**config.mk**
```make
export PLATFORM = sky130hd
export DESIGN_NAME = frem_framer
export DESIGN_NICKNAME = d
export VERILOG_FILES = /design/src/frem_framer.v
export VERILOG_INCLUDE_DIRS = /design/src
export SDC_FILE = /design/constraint.sdc
export NUM_CORES = 1
export LEC_CHECK = 0
export BUFFER_PORTS_ARGS = -buffer_cell sky130_fd_sc_hd__buf_2
export CORE_MARGIN = 2
export CORE_UTILIZATION = 33
export DETAILED_ROUTE_END_ITERATION = 8
export PLACE_DENSITY_LB_ADDON = 0.12
export SYNTH_ARGS = -nofsm -noshare
export SYNTH_HDL_FRONTEND = slang
export SYNTH_SLANG_ARGS = --single-unit
```
**constraint.sdc**
```tcl
create_clock -name clk -period 3.1 [get_ports clk]
set_clock_uncertainty 0.1 [all_clocks]
set_input_delay 0.155 -clock clk [delete_from_list [all_inputs] [get_ports clk]]
set_output_delay 0.155 -clock clk [all_outputs]
set_load 0.05 [all_outputs]
```
**src/frem_map.vh**
```
// Constants of the fault report and emergency framer block
`ifndef FREM_MAP_VH
`define FREM_MAP_VH
// ---------------------------------------------------------------
// APB register offsets (byte addresses)
// ---------------------------------------------------------------
`define FREM_OFF_CTRL      12'h000
`define FREM_OFF_FAULT     12'h004
`define FREM_OFF_STATUS    12'h008
`define FREM_OFF_FRAME_LO  12'h00c
`define FREM_OFF_FRAME_HI  12'h010
`define FREM_OFF_COMM      12'h014
`define FREM_OFF_DEV       12'h018
// ---------------------------------------------------------------
// Field positions and reset values
// ---------------------------------------------------------------
`define FREM_CTRL_NODE_LSB 0
`define FREM_CTRL_NODE_MSB 6
`define FREM_CTRL_EN_BIT   8
`define FREM_CTRL_RST      32'h0000_0001
// ---------------------------------------------------------------
// Frame constants
// ---------------------------------------------------------------
`define FREM_EMCY_BASE     11'h080
`define FREM_EC_LOW_FULL   8'h00
`define FREM_EC_LOW_SHORT  8'h30
`define FREM_EC_HI_DEV     8'h50
`define FREM_EC_HI_COMM    8'h81
`define FREM_EC_HI_RESET   8'h00
`define FREM_ERROR_REGISTER_BYTE_DEV      8'h81
`define FREM_ERROR_REGISTER_BYTE_COMM     8'h91
`define FREM_TRIG_BUSOFF_LEFT 8'h40
`define FREM_BIT_BUSOFF    6
// ---------------------------------------------------------------
// Lamp fault codes and timing
// ---------------------------------------------------------------
`define FREM_CODE_CONFIG   5'd9
`define FREM_CODE_CMD      5'd13
`define FREM_CODE_FORMAT   5'd14
`define FREM_CODE_COUNT    5'd15
`define FREM_CODE_BITLEN   5'd16
`define FREM_CODE_TCOUNT   5'd17
`define FREM_CODE_DESCR    5'd18
`define FREM_FAST_NS       50000000
`define FREM_SLOW_NS       200000000
`define FREM_CLK_NS        10
`define FREM_FAST_PULSES   5'd8
`endif
```
**src/frem_framer.v**
```verilog
// Fault lamp sequencer and emergency frame builder
//
// Chosen here: the APB interface to the registers and the address map.
`timescale 1ns/100ps
// Summary of operation
// - Nine pulses: 0 flash checksum, n config
// - Runtime bus command error: thirteen, argument 0
// - Wrong terminal format: fourteen, argument n
// - Terminal count changed: fifteen, argument n
// - Bit length changed: sixteen, boot bit length
// - Count mismatch: seventeen, boot terminal count
// - Description mismatch: eighteen, terminal number
// - Location skips passive terminals; the framer leaves this to software and takes the argument as written
// - Frame is code, register, five-byte additional
// - Additional: comm, device, trigger, two parameters
// - Identifier is 0x80 plus node ID
// - Error code low byte 0x00 or 0x30
// - High byte 0x50 device, 0x81 comm, 0x00 reset
// - Register byte 0x81 device, 0x91 comm
// - Comm bits: guard, sync, PDO length, timer
// - Comm bits: rx, tx overrun, bus-off, warning
// - Device bits: terminal, bus, memory, unsupported, altered
// - Cleared error sends code zero with trigger; a later bus-off edge or set-only change before the offer resets clr_pend_reg
// - Send trigger 0x40 after leaving bus-off; a bit change before the frame is offered replaces it
// - Lamp: fast blink, code pulses, argument pulses
`include "frem_map.vh"
module frem_framer (
  input  wire        clk,
  input  wire        rstn,
  input  wire        psel,
  input  wire        penable,
  input  wire        pwrite,
  input  wire [11:0] paddr,
  input  wire [31:0] pwdata,
  output reg  [31:0] prdata,
  output reg         pready,
  output reg         pslverr,
  input  wire [7:0]  comm_fault_in,
  input  wire [7:0]  device_fault_in,
  input  wire        busoff_left_in,
  output reg         frame_valid,
  input  wire        frame_ready,
  output reg  [10:0] frame_id,
  output reg  [63:0] frame_data,
  output reg         lamp_red
);
  // ---------------------------------------------------------------
  // Timing
  // ---------------------------------------------------------------
  // Slot lengths in clock cycles; a bench may shrink them to keep runs short
  parameter FAST_CYC = `FREM_FAST_NS / `FREM_CLK_NS;
  parameter SLOW_CYC = `FREM_SLOW_NS / `FREM_CLK_NS;
  // One-hot lamp sequencer states
  localparam L_IDLE = 4'b0001;
  localparam L_FAST = 4'b0010;
  localparam L_CODE = 4'b0100;
  localparam L_ARG  = 4'b1000;

  // ---------------------------------------------------------------
  // Input synchronisers
  // ---------------------------------------------------------------
  reg [16:0] sync1_reg;
  reg [16:0] sync2_reg;
  wire [7:0] comm_s   = sync2_reg[7:0];
  wire [7:0] dev_s    = sync2_reg[15:8];
  wire       bo_s     = sync2_reg[16];
  // Fault sources come from other logic on pins; two stages each
  // Nothing but the second stage is read, so a half-settled bit never leaks
  // A change that straddles an edge still gives one frame, with the trigger of the later bit
  always @(posedge clk or negedge rstn) begin
    if (!rstn) begin
      sync1_reg <= 17'h0_0000;
      sync2_reg <= 17'h0_0000;
    end else begin
      sync1_reg <= {busoff_left_in, device_fault_in, comm_fault_in};
      sync2_reg <= sync1_reg;
    end
  end

  // ---------------------------------------------------------------
  // Registers
  // ---------------------------------------------------------------
  // Software registers, latched bit fields and frame queue state
  reg [31:0] ctrl_reg;
  reg [12:0] fault_reg;      // [4:0] code, [12:5] argument
  reg        fault_new_reg;
  reg [7:0]  comm_reg;
  reg [7:0]  dev_reg;
  reg        bo_reg;
  reg        pend_reg;
  reg [7:0]  trig_pend_reg;
  reg        clr_pend_reg;   // Pending frame reports a cleared error
  reg [31:0] rd_next;
  // A transfer is taken at the edge where pready is seen high
  wire       acc   = psel & penable & pready;
  wire       wr    = acc & pwrite;
  // Node number and frame enable fields of the control word
  wire [6:0] node  = ctrl_reg[`FREM_CTRL_NODE_MSB:`FREM_CTRL_NODE_LSB];
  wire       fr_en = ctrl_reg[`FREM_CTRL_EN_BIT];

  // Lamp code is accepted only from the documented set
  function code_ok;
    input [4:0] c;
    begin
      code_ok = (c == `FREM_CODE_CONFIG) || (c == `FREM_CODE_CMD) ||
        (c == `FREM_CODE_FORMAT) || (c == `FREM_CODE_COUNT) ||
        (c == `FREM_CODE_BITLEN) || (c == `FREM_CODE_TCOUNT) ||
        (c == `FREM_CODE_DESCR);
    end
  endfunction

  // Trigger for a bit that changed: lowest changed bit number plus one
  function [7:0] trig_of;
    input [15:0] diff;
    integer i;
    begin
      trig_of = 8'h00;
      for (i = 15; i >= 0; i = i - 1) begin
        if (diff[i]) begin
          trig_of = i[7:0] + 8'h01;
        end
      end
    end
  endfunction

  // Read multiplexer; unmapped addresses read zero and flag an error
  always @* begin
    rd_next = 32'h0000_0000;
    case (paddr)
      `FREM_OFF_CTRL:     rd_next = ctrl_reg;
      `FREM_OFF_FAULT:    rd_next = {19'h0_0000, fault_reg};
      // Status: bus-off level, frame pending, frame offered
      `FREM_OFF_STATUS:   rd_next = {29'h0000_0000, bo_reg, pend_reg, frame_valid};
      `FREM_OFF_FRAME_LO: rd_next = frame_data[31:0];
      `FREM_OFF_FRAME_HI: rd_next = frame_data[63:32];
      `FREM_OFF_COMM:     rd_next = {24'h00_0000, comm_reg};
      `FREM_OFF_DEV:      rd_next = {24'h00_0000, dev_reg};
      default:            rd_next = 32'h0000_0000;
    endcase
  end

  // Address decode for the error response
  wire mapped = (paddr == `FREM_OFF_CTRL) || (paddr == `FREM_OFF_FAULT) ||
                (paddr == `FREM_OFF_STATUS) || (paddr == `FREM_OFF_FRAME_LO) ||
                (paddr == `FREM_OFF_FRAME_HI) || (paddr == `FREM_OFF_COMM) ||
                (paddr == `FREM_OFF_DEV);

  // APB slave: one wait state, answer in the second access cycle
  always @(posedge clk or negedge rstn) begin
    if (!rstn) begin
      pready   <= 1'b0;
      prdata   <= 32'h0000_0000;
      pslverr  <= 1'b0;
      ctrl_reg <= `FREM_CTRL_RST;
      fault_reg     <= 13'h0000;
      fault_new_reg <= 1'b0;
    end else begin
      // Answer pulses for one cycle; the low pready guards against a double answer
      pready        <= psel & penable & ~pready;
      pslverr       <= psel & penable & ~pready & ~mapped;
      prdata        <= (psel & penable & ~pready) ? rd_next : 32'h0000_0000;
      fault_new_reg <= 1'b0;
      // Control word: node number and frame enable
      if (wr && paddr == `FREM_OFF_CTRL) begin
        ctrl_reg <= pwdata;
      end
      // Illegal codes are dropped so the lamp never shows a meaningless count
      // Position counting, with passive terminals skipped, is left to software
      // argument as location
      if (wr && paddr == `FREM_OFF_FAULT && (code_ok(pwdata[4:0]) || pwdata[4:0] == 5'd0)) begin
        fault_reg     <= pwdata[12:0];
        fault_new_reg <= 1'b1;
      end
    end
  end

  // ---------------------------------------------------------------
  // Emergency frame builder
  // ---------------------------------------------------------------
  // Change detection against the latched copy of the bit fields
  wire [15:0] now_bits = {dev_s, comm_s};
  wire [15:0] diff     = now_bits ^ {dev_reg, comm_reg};
  wire [15:0] cleared  = diff & ~now_bits;
  wire        bo_edge  = bo_s & ~bo_reg;
  // Frame slot is free and software has enabled sending
  wire        send_ok  = pend_reg & fr_en & (~frame_valid | frame_ready);
  reg  [63:0] fd_next;
  reg  [7:0]  ec_hi;
  reg  [7:0]  ec_lo;
  reg  [7:0]  error_register_byte;

  // Compose the frame from the latched bit fields and pending trigger
  always @* begin
    // register byte
    // Diff is gone by the time the frame is built, so a clear is remembered
    // in clr_pend_reg; the remaining errors still show in the bit fields
    if (clr_pend_reg || (comm_reg == 8'h00 && dev_reg == 8'h00)) begin
      ec_hi = `FREM_EC_HI_RESET;
      error_register_byte  = 8'h00;
    // Comm errors win; the device bytes then mean nothing to a receiver
    end else if (comm_reg != 8'h00) begin
      ec_hi = `FREM_EC_HI_COMM;
      error_register_byte  = `FREM_ERROR_REGISTER_BYTE_COMM;
    end else begin
      ec_hi = `FREM_EC_HI_DEV;
      error_register_byte  = `FREM_ERROR_REGISTER_BYTE_DEV;
    end
    ec_lo = (ec_hi == `FREM_EC_HI_COMM) ? `FREM_EC_LOW_SHORT : `FREM_EC_LOW_FULL;
    fd_next = {8'h00, 8'h00, trig_pend_reg, dev_reg, comm_reg, error_register_byte, ec_hi, ec_lo};
  end

  // Frame queueing: one frame stands until the CAN side takes it
  always @(posedge clk or negedge rstn) begin
    if (!rstn) begin
      comm_reg      <= 8'h00;
      dev_reg       <= 8'h00;
      bo_reg        <= 1'b0;
      pend_reg      <= 1'b0;
      trig_pend_reg <= 8'h00;
      clr_pend_reg  <= 1'b0;
      frame_valid   <= 1'b0;
      frame_id      <= 11'h000;
      frame_data    <= 64'h0000_0000_0000_0000;
    end else begin
      // Latch the synchronised fields; a change shows in diff for one cycle
      // comm bit field
      comm_reg <= comm_s;
      dev_reg  <= dev_s;
      bo_reg   <= bo_s;
      // A change outranks bus-off in the same cycle; a later bus-off edge before the offer still drops a pending clear
      // change queues frame
      if (diff != 16'h0000) begin
        pend_reg      <= 1'b1;
        trig_pend_reg <= trig_of(diff);
        clr_pend_reg  <= (cleared != 16'h0000);
      end else if (bo_edge) begin
        pend_reg      <= 1'b1;
        trig_pend_reg <= `FREM_TRIG_BUSOFF_LEFT;
        clr_pend_reg  <= 1'b0;
      end else if (send_ok) begin
        pend_reg <= 1'b0;
      end
      // Offer a frame only once the fields have settled for a cycle
      if (send_ok && diff == 16'h0000 && !bo_edge) begin
        frame_valid <= 1'b1;
        frame_id    <= `FREM_EMCY_BASE + {4'h0, node};
        frame_data  <= fd_next;
      // The frame leaves once the CAN side takes it
      end else if (frame_ready) begin
        frame_valid <= 1'b0;
      end
    end
  end

  // ---------------------------------------------------------------
  // Fault lamp sequencer
  // ---------------------------------------------------------------
  reg [3:0]  lst_reg;
  reg [31:0] tmr_reg;
  reg [8:0]  cnt_reg;
  reg        ph_reg;
  // Slot timer: fast slots in the opening burst, slow slots after it
  wire [31:0] per = (lst_reg == L_FAST) ? FAST_CYC : SLOW_CYC;
  wire        tick = (tmr_reg >= per - 32'd1);

  always @(posedge clk or negedge rstn) begin
    if (!rstn) begin
      lst_reg  <= L_IDLE;
      tmr_reg  <= 32'h0000_0000;
      cnt_reg  <= 9'h000;
      ph_reg   <= 1'b0;
      lamp_red <= 1'b0;
    end else begin
      // Timer restarts at each slot boundary and when a new indication starts
      tmr_reg <= tick ? 32'h0000_0000 : tmr_reg + 32'd1;
      case (lst_reg)
        // Lamp dark; any nonzero code starts a fresh indication
        L_IDLE: begin
          lamp_red <= 1'b0;
          if (fault_reg[4:0] != 5'd0) begin
            lst_reg <= L_FAST;
            cnt_reg <= {4'h0, `FREM_FAST_PULSES};
            ph_reg  <= 1'b0;
            tmr_reg <= 32'h0000_0000;
          end
        end
        L_FAST, L_CODE, L_ARG: begin
          // Each pulse is one lit slot and one dark slot
          if (tick) begin
            ph_reg   <= ~ph_reg;
            lamp_red <= ~ph_reg & (cnt_reg != 9'h000);
            if (ph_reg) begin
              if (cnt_reg <= 9'h001) begin
                // Next group; an argument of zero gives a dark group, a limitation
                // that keeps the code count readable on its own
                case (lst_reg)
                  L_FAST: begin
                    lst_reg <= L_CODE;
                    cnt_reg <= {4'h0, fault_reg[4:0]};
                  end
                  L_CODE: begin
                    lst_reg <= L_ARG;
                    cnt_reg <= {1'b0, fault_reg[12:5]};
                  end
                  default: begin
                    lst_reg <= L_IDLE;
                    cnt_reg <= 9'h000;
                  end
                endcase
              end else begin
                cnt_reg <= cnt_reg - 9'h001;
              end
            end
          end
          // A rewrite of the fault word restarts the indication at once
          if (fault_new_reg) begin
            lst_reg <= L_IDLE;
          end
        end
        default: lst_reg <= L_IDLE;
      endcase
    end
  end

endmodule // frem_framer

```
; Word-level counts from Yosys, hierarchy flattened
; Index checks and enable logic that the tools add are counted.
[word_totals]
ff_bits = 248
latch_bits = 0
ram_bits = 0
romBits = 0
inputBits = 67
output_inout_bits = 111
word_cells = 165
memories = 0
[classes]
addsub = 4
n_mul = 0
div = 0
magnitude_cmp = 2
eq_ne = 24
shifts = 0
mux = 55
bitwise = 18
reduce_logical = 40
[ops]
columns = op, n
row1 = 32-bit one-hot mux with 7 select lines, 1
row2 = 8-bit two-way mux, 20
row3 = 32-bit two-way mux, 4
row4 = 12-bit by 5-bit equality test with 1-bit output (second input constant), 3
row5 = 9-bit two-way mux, 4
row6 = 32-bit by 1-bit adder with 32-bit output (second input constant), 1
row7 = 32-bit >= comparator, 1
row8 = 16-bit nonzero test, 2
row9 = 25-bit by 1-bit subtractor with 26-bit output (second input constant), 1
row10 = 25-bit two-way mux, 1
row11 = 12-bit by 4-bit equality test with 1-bit output (second input constant), 2
row12 = 5-bit by 4-bit equality test with 1-bit output (second input constant), 4
row13 = 4-bit two-way mux, 5
row14 = 9-bit one-hot mux with 2 select lines, 1
row15 = 16-bit AND, 1
row16 = 16-bit zero test, 1
row17 = 8-bit zero test, 2
row18 = 16-bit inverter, 1
row19 = 4-bit one-hot mux with 2 select lines, 2
row20 = 8-bit one-hot mux with 2 select lines, 1
row21 = 16-bit XOR, 1
row22 = 5-bit equality test (second input constant), 3
row23 = 1-bit logical OR, 14
row24 = 12-bit by 3-bit equality test with 1-bit output (second input constant), 1
row25 = 30 further kinds, 66

; Longest topological paths before layout
; Gate-level depths: netlist of run 1.
[depth]
depth_word = 18
mapped_depth = 12
mapped_depth_nobuf = 10

; Least setup slack after synthesis of run 1
; Ideal clock, no wire load.
[synth_path]
kind = flip-flop to flip-flop
startpoint = register lst_reg[3]
endpoint = register lamp_red
setup_time_ps = 128
t_arrival_ps = 3153
path_slack_ps = -280
stages_incl_launch_ff = 12
synth_period_minus_slack_ps = 3380
cell_sequence = dfrtp_1 > nor4b_4 > inv_2 > ha_1 > or4b_1 > mux2i_1 > a2111oi_1 > or3_1 > o211a_2 > buf_6 > nor2_1 > mux2_1
[synth_via]
elab_chain_len = 6
word_cells_on_any_way = 12
cone_classes = 1 x add/sub / 1 x order compare / 5 x eq/ne / 2 x mux / 3 x reduce/logical
[synth_rtl]
columns = item, line
row1 = from (decl), frem_framer.v:258  ; reg [3:0] lst_reg;
row2 = from (signal assigned), frem_framer.v:268  ; lst_reg <= L_IDLE;
row3 = from (signal assigned), frem_framer.v:281  ; lst_reg <= L_FAST;
row4 = from (signal assigned), frem_framer.v:298  ; lst_reg <= L_CODE;
row5 = 4-bit by 2-bit equality test with 1-bit output, "frem_framer.v:263, frem_framer.v:276"
row6 = 25-bit two-way mux, frem_framer.v:263  ; wire [31:0] per = (lst_reg == L_FAST) ? FAST_CYC : SLOW_CYC;
row7 = 25-bit by 1-bit subtractor with 26-bit output, frem_framer.v:264  ; wire tick = (tmr_reg >= per - 32'd1);
row8 = 32-bit >= comparator, frem_framer.v:264
row9 = 2-bit inequality test (no line), -
row10 = 2-bit AND reduction (no line), -
row11 = to (signal assigned), frem_framer.v:291  ; lamp_red <= ~ph_reg & (cnt_reg != 9'h000);
row12 = to (decl), frem_framer.v:45  ; output reg lamp_red
; Several ways; a longest one is shown, not always the timed one.
; A chain may end at the register's enable or synchronous reset.

; Worst setup path in the final report of run 1
[layout_path]
startpoint = register lst_reg[3]
endpoint = register lst_reg[3]
[layout_via]
elab_chain_len = 7
word_cells_on_any_way = 19
cone_classes = 1 x add/sub / 1 x order compare / 8 x eq/ne / 7 x mux / 2 x reduce/logical
[layout_rtl]
columns = item
row1 = branches (longest 7 deep; another with 32-bit >= comparator)
; Several ways; the timed one is not identified. The select of a mux whose other input is x is not followed.

==> flow_summary.toml, run 1 <==
[outcome]
status = "finished with violations"
violations = "negative setup slack"

[logic_synthesis]
ys_async_sr_fraction_pct = 100
synth_ff_type = "dfrtp_1"
ys_types = 67
syn_inst = 856
synth_edf_count = 0
syn_area_per_cell_um2 = 11.2
synthesis.area_mm2 = 0.00956
synth_top_area_share_pct = 57.1
yosysTopAreaCell = "dfrtp_1"
synth_area_leaders = "dfrtp_1, nand2_1, mux2_2"
seq_area_frac_synth_pct = 57.6
synth_seq_cells = 220
ys_warn_count = 0

[timing]
finalCritPeriodShare_pct = 103
rsz0062_at_grt = "yes"
setup_ws_ps = -81.6
tightest_slew_ps = 841
finalMaxSlewViolations = 0
hold_violations = 0
whs_ps = 110
finalCriticalPeriod_ps = 3180
setup_viol = 4
clock.fmax_mhz = 314
max_slew_margin_pct = 43.7

[critical_path]
cpMaxStageDelayCell = "or4b_4"
path_max_fanout = 4
cp_cell_sequence = "nor4b_4 > inv_2 > ha_4 > or4b_4 > mux2i_4 > a21oi_1 > or3_4 > o211ai_1 > a311o_1 > mux2_4"
path_buf_inv = 1
start_kind = "flop"
rrSetupSlack_ps = -80
required_ps = 3410
critical_path_class = "reg2reg"
worstPathArrival_ps = 3490
max_stage_delay_ps = 460
path_delay_family = "simple AND/OR/NAND/NOR gates"
cp-end-kind = "flop"

[floorplanning]
core_area_mm2 = 0.0286
pin_count = 178
die_x_um = 174
design.die.area_mm2 = 0.0303
initial_core_util_pct = 33.4
row_count = 62
fp.dieH_um = 174

[placement]
dp_hpwl_mm = 18.7
place_area_mm2 = 0.0109
gp_congestion = 0.875
io_buffers = 141

[final_layout]
seq_area_mm2 = 0.00551
drive_gt1_share_pct = 26.7
num_antenna_cells = 0
area_growth_pct = 30.3
nets = 1191
multiInputGateArea_mm2 = 0.00379
final_cell_area_mm2 = 0.0125
fin_util_pct = 43.5
nFillCells = 2770

[min_path]
hp-class = "in2async"

[job]
cap_violations = 0

[power_and_ir_drop]
clockPowerShare_pct = 47.9
power_mw = 6.35
p_seq_share_pct = 46.5
pwr_density_cell_mw_per_mm2 = 510
p_sw_share_pct = 23.0
combPwrFrac_pct = 5.6
leakage_nw = 6.17
p_switching_mw = 1.46
ir_drop_mv = 0.366
internal_power_mw = 4.89

[detailed_routing]
dr.pass1.iters = 5
vias = 7167
vias_per_cell = 4.77
detail-route-antenna-nets = 0
drt-total-wl_mm = 26.3
drt-initial-drc-count = 436
drcViolationCount = 0
wl_per_cell_um = 17.5

[clocking]
cts_buffers = 26
cts-root-buf = "clkbuf_16"
clk_pin_slew_ps = 60
cts_tree = "yes"
clock_path_buffers = 3
clk_latency_ps = 530
cts_max_level = 1
clock-sinks = 220

[global_route]
grt_pass1_wl_mm = 40.7
track_usage_pct = 17.0
antenna_found_initial = 1
grt_pass1_vias = 7102
grt_max_degree = 96
grt_overflow_total = 0
per-layer routing:
metal | track usage, % | routed length (um) | vias to the layer above
li1 | - | - | 3419
met1 | 22.6 | 11700 | 3567
met2 | 29.4 | 13100 | 154
met3 | 2.49 | 991 | 27
met4 | 3.68 | 444 | 0
met5 | 0 | 0 | -
cell usage in the layout (no fill, tap or decap), drive strengths merged, types with 13 or more instances in the layout:
| cell | instances |
|---|---|
| inv | 32 |
| dfrtp | 218 |
| conb | 43 |
| o21ai | 17 |
| a22oi | 28 |
| buf | 188 |
| and3 | 19 |
| nand2 | 130 |
| nand4 | 13 |
| mux2 | 49 |
| nand3 | 22 |
| clkbuf | 38 |
| nor2 | 63 |
| dlygate4sd3 | 55 |
| a21oi | 24 |
| ha | 25 |
| xor2 | 19 |
power groups by stage:
stage | Sequential [mW] | Combinational, mW | Clock, mW
6_report | 2.95 | 0.358 | 3.04
5_1_grt | 2.96 | 0.396 | 3.25
4_1_cts | 2.95 | 0.364 | 3.13
3_5_place_dp | 3.00 | 0.307 | 0
3_3_place_gp | 3.00 | 0.308 | 0
2_1_floorplan | 2.99 | 0.199 | 0
through the flow:
step / TNS [ps] / worst slack [ps] / instances
3_5_place_dp: -925 / -178 / 1393
4_1_cts: -300 / -126 / 1499
6_report: -218 / -81.6 / 1502
5_1_grt: -1170 / -214 / 1502
3_3_place_gp: -382 / -139 / 1393
2_1_floorplan: -2450 / -226 / 898
area by class of cell:
type / count / share of cell area [%]
clock buffer: 37 / 6.04
tap: 384 / 3.86
sequential: 220 / 44.2
inverter: 32 / 0.964
multi-input combinational: 575 / 30.4
timing repair buffer: 244 / 13.6
clock inverter: 10 / 0.894
synth_stat cells, types with 5 or more instances:
library cell	count
a21oi_1	24
a222oi_1	7
a22o_1	5
a22oi_1	28
a31oi_1	7
and3_1	19
and4_1	5
buf_2	5
buf_4	42
clkbuf_1	21
dfrtp_1	218
ha_1	25
inv_1	31
mux2_1	14
mux2_2	35
nand2_1	130
nand3_1	22
nand4_1	13
nor2_1	63
nor2b_1	6
nor3_1	9
nor4_1	7
o211ai_1	6
o21ai_0	15
or4_1	9
xnor2_1	5
xor2_1	19
worst paths after layout:
kind | from | end | cells past startpoint
setup / recovery | lst_reg[3] | lst_reg[3] | 10
min in group clk | paddr[2] | prdata[20] | 4
setup reg to reg | lst_reg[3] | lst_reg[3] | 10
hold / removal | rstn | prdata[13] | 2
hold reg to reg | sync1_reg[13] | sync2_reg[13] | 0
max in group asynchronous | rstn | sync1_reg[2] | 3
worst register-to-register path, stage by stage (launching register included):
cell and delay, ps:
dfrtp_2 420, nor4b_4 310, inv_2 90, ha_4 260
or4b_4 460, mux2i_4 180, a21oi_1 90, or3_4 380
o211ai_1 120, a311o_1 330, mux2_4 320
cell families after synthesis:
kind of cell	after synthesis	synth area share (%)
adder cells (fa/ha/maj)	27	3.50
AND/OR/NAND/NOR	303	15.3
AO/OA/AOI/OAI	126	9.40
other	1	0.0392
flip-flops	220	57.6
XOR/XNOR	24	2.20
buffers and inverters	103	5.84
multiplexers	52	6.09
timing repair:
action                                 in CTS  in global routing
endpoints found under the hold margin     157                  0
pin swaps                                   7                  7
resized for setup                           6                 17
setup endpoints to repair                  32                 39
buffers inserted                            4                  2
cloned                                      0                  1
hold buffers                               55                  0
Power figures use the tool's default switching activity.
==> inputs of run 2 (changes only) <==
==> constraint.sdc (replaced) <==
create_clock -name clk -period 3.3 [get_ports clk]
set_clock_uncertainty 0.1 [all_clocks]
set_input_delay 0.165 -clock clk [delete_from_list [all_inputs] [get_ports clk]]
set_output_delay 0.165 -clock clk [all_outputs]
set_load 0.05 [all_outputs]
==> run 2 against run 1 <==
Against the previous run:
- the run now ends clean
- clock power decreased by 4%
- first-iteration DRC count rose by 25%
- sequential power fell by 6%
- die area stayed put
- critical path type unchanged
- critical endpoint is now cnt_reg[7]
- largest power group unchanged
- highest routed layer unchanged
==> flow_summary.toml, run 2 (synthesis gave the netlist of run 1 again) <==
[floorplanning]
core_area_mm2 = 0.0286
design.die.area_mm2 = 0.0303
pin_count = 178
fp.dieH_um = 174
initial_core_util_pct = 33.4
die_x_um = 174
row_count = 62

[clocking]
clock-sinks = 220
cts-root-buf = "clkbuf_16"
cts_max_level = 1
cts_buffers = 27
clk_latency_ps = 530
clock_path_buffers = 3
clk_pin_slew_ps = 60
cts_tree = "yes"

[placement]
dp_hpwl_mm = 18.1
dp.cells = 1387
io_buffers = 141
dp_slack_ps = 58.5
gp_congestion = 0.779

[timing]
clock.fmax_mhz = 311
setup_tns_ps = 0
rsz0062_at_grt = "yes"
whs_ps = 112
setup_viol = 0
finalMaxSlewViolations = 0
max_slew_margin_pct = 40.0
hold_violations = 0
finalCriticalPeriod_ps = 3210
tightest_slew_ps = 896
finalCritPeriodShare_pct = 97.3
setup_ws_ps = 89.1

[detailed_routing]
vias = 7103
dr.pass1.iters = 8
drt-initial-drc-count = 543
drcViolationCount = 0
wl_per_cell_um = 16.8
vias_per_cell = 4.76
detail-route-antenna-nets = 0
drt-total-wl_mm = 25.0

[critical_path]
critical_path_class = "reg2reg"
start_kind = "flop"
cp-end-kind = "flop"
path_delay_family = "simple AND/OR/NAND/NOR gates"
required_ps = 3610
path_max_fanout = 6
path_buf_inv = 1
cpMaxStageDelayCell = "or4b_1"
cp_cell_sequence = "nor4b_4 > inv_2 > ha_4 > or4b_1 > mux2i_2 > a2111oi_1 > or3_1 > o211a_2 > o21ai_2 > mux2_1"
worstPathArrival_ps = 3520
max_stage_delay_ps = 450
rrSetupSlack_ps = 90

[global_route]
track_usage_pct = 16.5
grt_pass1_vias = 7126
antenna_found_initial = 0
grt_overflow_total = 0
grt_pass1_wl_mm = 39.9
grt_max_degree = 103

[job]
cap_violations = 0

[final_layout]
seq_area_mm2 = 0.00551
fin_util_pct = 42.8
nets = 1180
multiInputGateArea_mm2 = 0.00368
nFillCells = 2761
final_cell_count_no_fill = 1491
drive_gt1_share_pct = 24.8
final_common_cell = "dfrtp_1"
area_growth_pct = 28.2
num_antenna_cells = 0
layout_common_cells = "dfrtp_1, buf_2, nand2_1"

[power_and_ir_drop]
ir_drop_mv = 0.350
pwr_density_cell_mw_per_mm2 = 493
leakage_nw = 6.10

[outcome]
status = "finished clean"

[min_path]
hp-class = "in2reg"
## run 2: changes by cell type in the layout (fill, tap and decap cells not counted), moves of 2 or more
| cell | delta |
|---|---|
| mux2_1 | +4 |
| buf_4 | -8 |
| buf_6 | -3 |
| mux2_4 | -4 |
| a21oi_2 | -3 |
| clkbuf_1 | -3 |
| a21oi_1 | +4 |
| clkinv_4 | +2 |
## run 2: final timing paths
kind | start | endpoint | depth (start not counted)
min | paddr[2] | prdata[16] | 5
max reg2reg | lst_reg[3] | cnt_reg[7] | 10
max | lst_reg[3] | cnt_reg[7] | 10
min reg2reg | sync1_reg[10] | sync2_reg[10] | 0
max in group asynchronous | rstn | ctrl_reg[0] | 3
min in group asynchronous | rstn | ctrl_reg[18] | 2
## run 2: power by group
part           internal [mW]  switching, mW  total (mW)
logic                  0.113          0.221       0.334
clock network           1.78           1.15        2.93
registers               2.74         0.0327        2.77
## run 2: what timing repair did
item                       CTS  global route
setup endpoints to repair    0             7
setup buffers                0             1
hold endpoints to repair   166             0
hold buffers                55             0
resized for setup            0             1
## run 2: routing by layer
| layer | routed length (um) | share of wire [%] | global-route usage (%) |
|---|---|---|---|
| met5 | 0 | 0 | 0 |
| met4 | 618 | 2.5 | 4.55 |
| met3 | 1130 | 4.5 | 2.80 |
| met2 | 11700 | 47 | 26.5 |
| met1 | 11600 | 46 | 23.1 |
## run 2: per-stage QoR
step | power [mW] | area (um^2)
floorplan | 3.00 | 9740
global placement | 3.11 | 10800
detailed placement | 3.11 | 10800
CTS | 6.13 | 12200
global route | 6.28 | 12300
finish | 6.04 | 12300
## run 2: worst min-delay path: cells and delay by family
kind | cells | cell delay (ps)
compound gates | 1 | 50
buf+inv | 2 | 330
simple gates | 2 | 140
## run 2: final cells by class
class,instances,area share (%)
clock inverters,13,1.03
well taps,384,3.92
multi-input cells,575,30.0
repair buffers,232,12.8
clock buffers,35,6.25
inverters,32,0.980
flip-flops and latches,220,45.0
==> inputs of run 3 (changes only) <==
--- a/config.mk
+++ b/config.mk
@@ -14,3 +14,4 @@
 export SYNTH_ARGS = -nofsm -noshare
 export SYNTH_HDL_FRONTEND = slang
 export SYNTH_SLANG_ARGS = --single-unit
+export TNS_END_PERCENT = 10
==> constraint.sdc (replaced) <==
create_clock -name clk -period 3.3 [get_ports clk]
set_clock_uncertainty 0.1 [all_clocks]
set_input_delay 0.33 -clock clk [delete_from_list [all_inputs] [get_ports clk]]
set_output_delay 0.33 -clock clk [all_outputs]
set_load 0.05 [all_outputs]
==> run 3 against run 2 <==
Against the previous run:
- first-iteration DRC count is 23% lower
- global-route usage is 0.29 points higher
- total power is 2.3% higher
- final cell count is 0.27% lower
- via count is 2.0% lower
- routed wire length is 1.0% higher
- setup slack better by 40 ps
- critical endpoint unchanged
- largest cell class unchanged
==> flow_summary.toml, run 3 (synthesis gave the netlist of run 1 again) <==
[detailed_routing]
wl_per_cell_um = 17.0
detail-route-antenna-nets = 0
vias = 6959
drt-total-wl_mm = 25.3
drt-initial-drc-count = 420
dr.pass1.iters = 5
vias_per_cell = 4.68
drcViolationCount = 0

[critical_path]
critical_path_class = "reg2reg"
reg2reg_from = "lst_reg[3]"
start_kind = "flop"
startpoint = "lst_reg[3]"
cp-end-kind = "flop"
path_max_fanout = 8
required_ps = 3610
worstPathArrival_ps = 3480

[clocking]
cts-root-buf = "clkbuf_16"
cts_buffers = 26
clock_path_buffers = 3
clock-sinks = 220
clk_pin_slew_ps = 60
clk_latency_ps = 530
cts_tree = "yes"
cts_max_level = 1

[final_layout]
area_growth_pct = 28.4
drive_gt1_share_pct = 24.8
nFillCells = 2785
num_antenna_cells = 0
final_common_cell = "dfrtp_1"
nets = 1175
fin_util_pct = 42.9
final_cell_count_no_fill = 1487
layout_common_cells = "dfrtp_1, buf_2, nand2_1"

[timing]
tightest_slew_ps = 864
clock.fmax_mhz = 315
finalMaxSlewViolations = 0
finalCritPeriodShare_pct = 96.1
max_slew_margin_pct = 42.2
setup_viol = 0
setup_ws_ps = 129
finalCriticalPeriod_ps = 3170
hold_violations = 0
whs_ps = 21.9

[floorplanning]
design.die.area_mm2 = 0.0303
core_area_mm2 = 0.0286
row_count = 62
initial_core_util_pct = 33.4
die_x_um = 174
fp.dieH_um = 174
pin_count = 178

[power_and_ir_drop]
p_seq_share_pct = 44.9
internal_power_mw = 4.79
ir_drop_mv = 0.356
leakage_nw = 6.09
combPwrFrac_pct = 5.4
p_switching_mw = 1.39
clockPowerShare_pct = 49.8
p_sw_share_pct = 22.5
pwr_density_cell_mw_per_mm2 = 504

[placement]
dp_hpwl_mm = 17.9
io_buffers = 141
gp_congestion = 0.762
dp.cells = 1387
dp_slack_ps = 6.44

[global_route]
grt_pass1_vias = 7045
track_usage_pct = 16.8
grt_pass1_wl_mm = 40.4
antenna_found_initial = 0
grt_overflow_total = 0
grt_max_degree = 93

[outcome]
status = "finished clean"

[min_path]
hp-class = "in2reg"
min_from = "psel"

[job]
cap_violations = 0
-- run 3: cell count changes in the layout (fill, tap and decap cells not counted), moves of 2 or more --
cell,previous run,this run
clkinvlp_4,0,2
clkbuf_1,2,4
clkinv_4,2,0
dlygate4sd3_1,55,51
bufinv_16,2,4
clkinv_2,8,5
-- run 3: metal layers --
metal	part of all wire [%]	track usage, %	vias to the layer above
met5	0	0	-
met4	2.4	4.27	0
met2	47	26.8	130
met3	4.1	2.82	37
li1	-	-	3384
met1	47	23.8	3408
-- run 3: cell type report --
cell class / instances / area, um^2 / share of cell area (%)
multi-input cells: 575 / 3700 / 30.2
clock inverters: 11 / 160 / 1.31
repair buffers: 228 / 1530 / 12.4
inverters: 32 / 120 / 0.979
clock buffers: 37 / 773 / 6.30
well taps: 384 / 480 / 3.92
flip-flops and latches: 220 / 5510 / 44.9
-- run 3: worst max-delay path: stages (launching register included) --
cell	delay, ps
dfrtp_2	420
nor4b_4	310
inv_2	90
ha_4	270
or4b_1	480
mux2i_4	200
a21oi_1	80
or3_1	390
o211a_4	210
o21ai_2	180
mux2_1	330
-- run 3: power groups by stage --
| stage | sequential, mW | clock, mW | combinational (mW) |
|---|---|---|---|
| floorplan | 2.81 | 0 | 0.187 |
| global placement | 2.82 | 0 | 0.288 |
| detailed placement | 2.82 | 0 | 0.289 |
| CTS | 2.77 | 3.17 | 0.338 |
| global route | 2.78 | 3.29 | 0.370 |
| finish | 2.77 | 3.07 | 0.332 |
-- run 3: per-stage QoR --
| step | total power [mW] | TNS (ps) | instance area (um^2) |
|---|---|---|---|
| floorplan | 3.00 | -26.7 | 9740 |
| global placement | 3.11 | 0 | 10800 |
| detailed placement | 3.11 | 0 | 10800 |
| CTS | 6.28 | 0 | 12200 |
| global route | 6.44 | -1.90 | 12300 |
| finish | 6.18 | 0 | 12300 |
-- run 3: timing repair --
item | in CTS | in global routing
gates resized for setup | 1 | 5
pin swaps | 0 | 3
hold buffers | 51 | 0
buffers inserted | 0 | 1
setup endpoints to repair | 1 | 35
endpoints found under the hold margin | 152 | 0
-- run 3: final timing paths --
| kind | to | slack (ps) | depth (start not counted) |
|---|---|---|---|
| worst max register to register | cnt_reg[7] | 130 | 10 |
| worst min-delay path | pslverr | 20 | 3 |
| worst min register to register | sync2_reg[1] | 240 | 0 |
| worst max-delay path | cnt_reg[7] | 130 | 10 |
| max in group asynchronous | lst_reg[0] | 1900 | 3 |
| min in group asynchronous | prdata[18] | 310 | 2 |
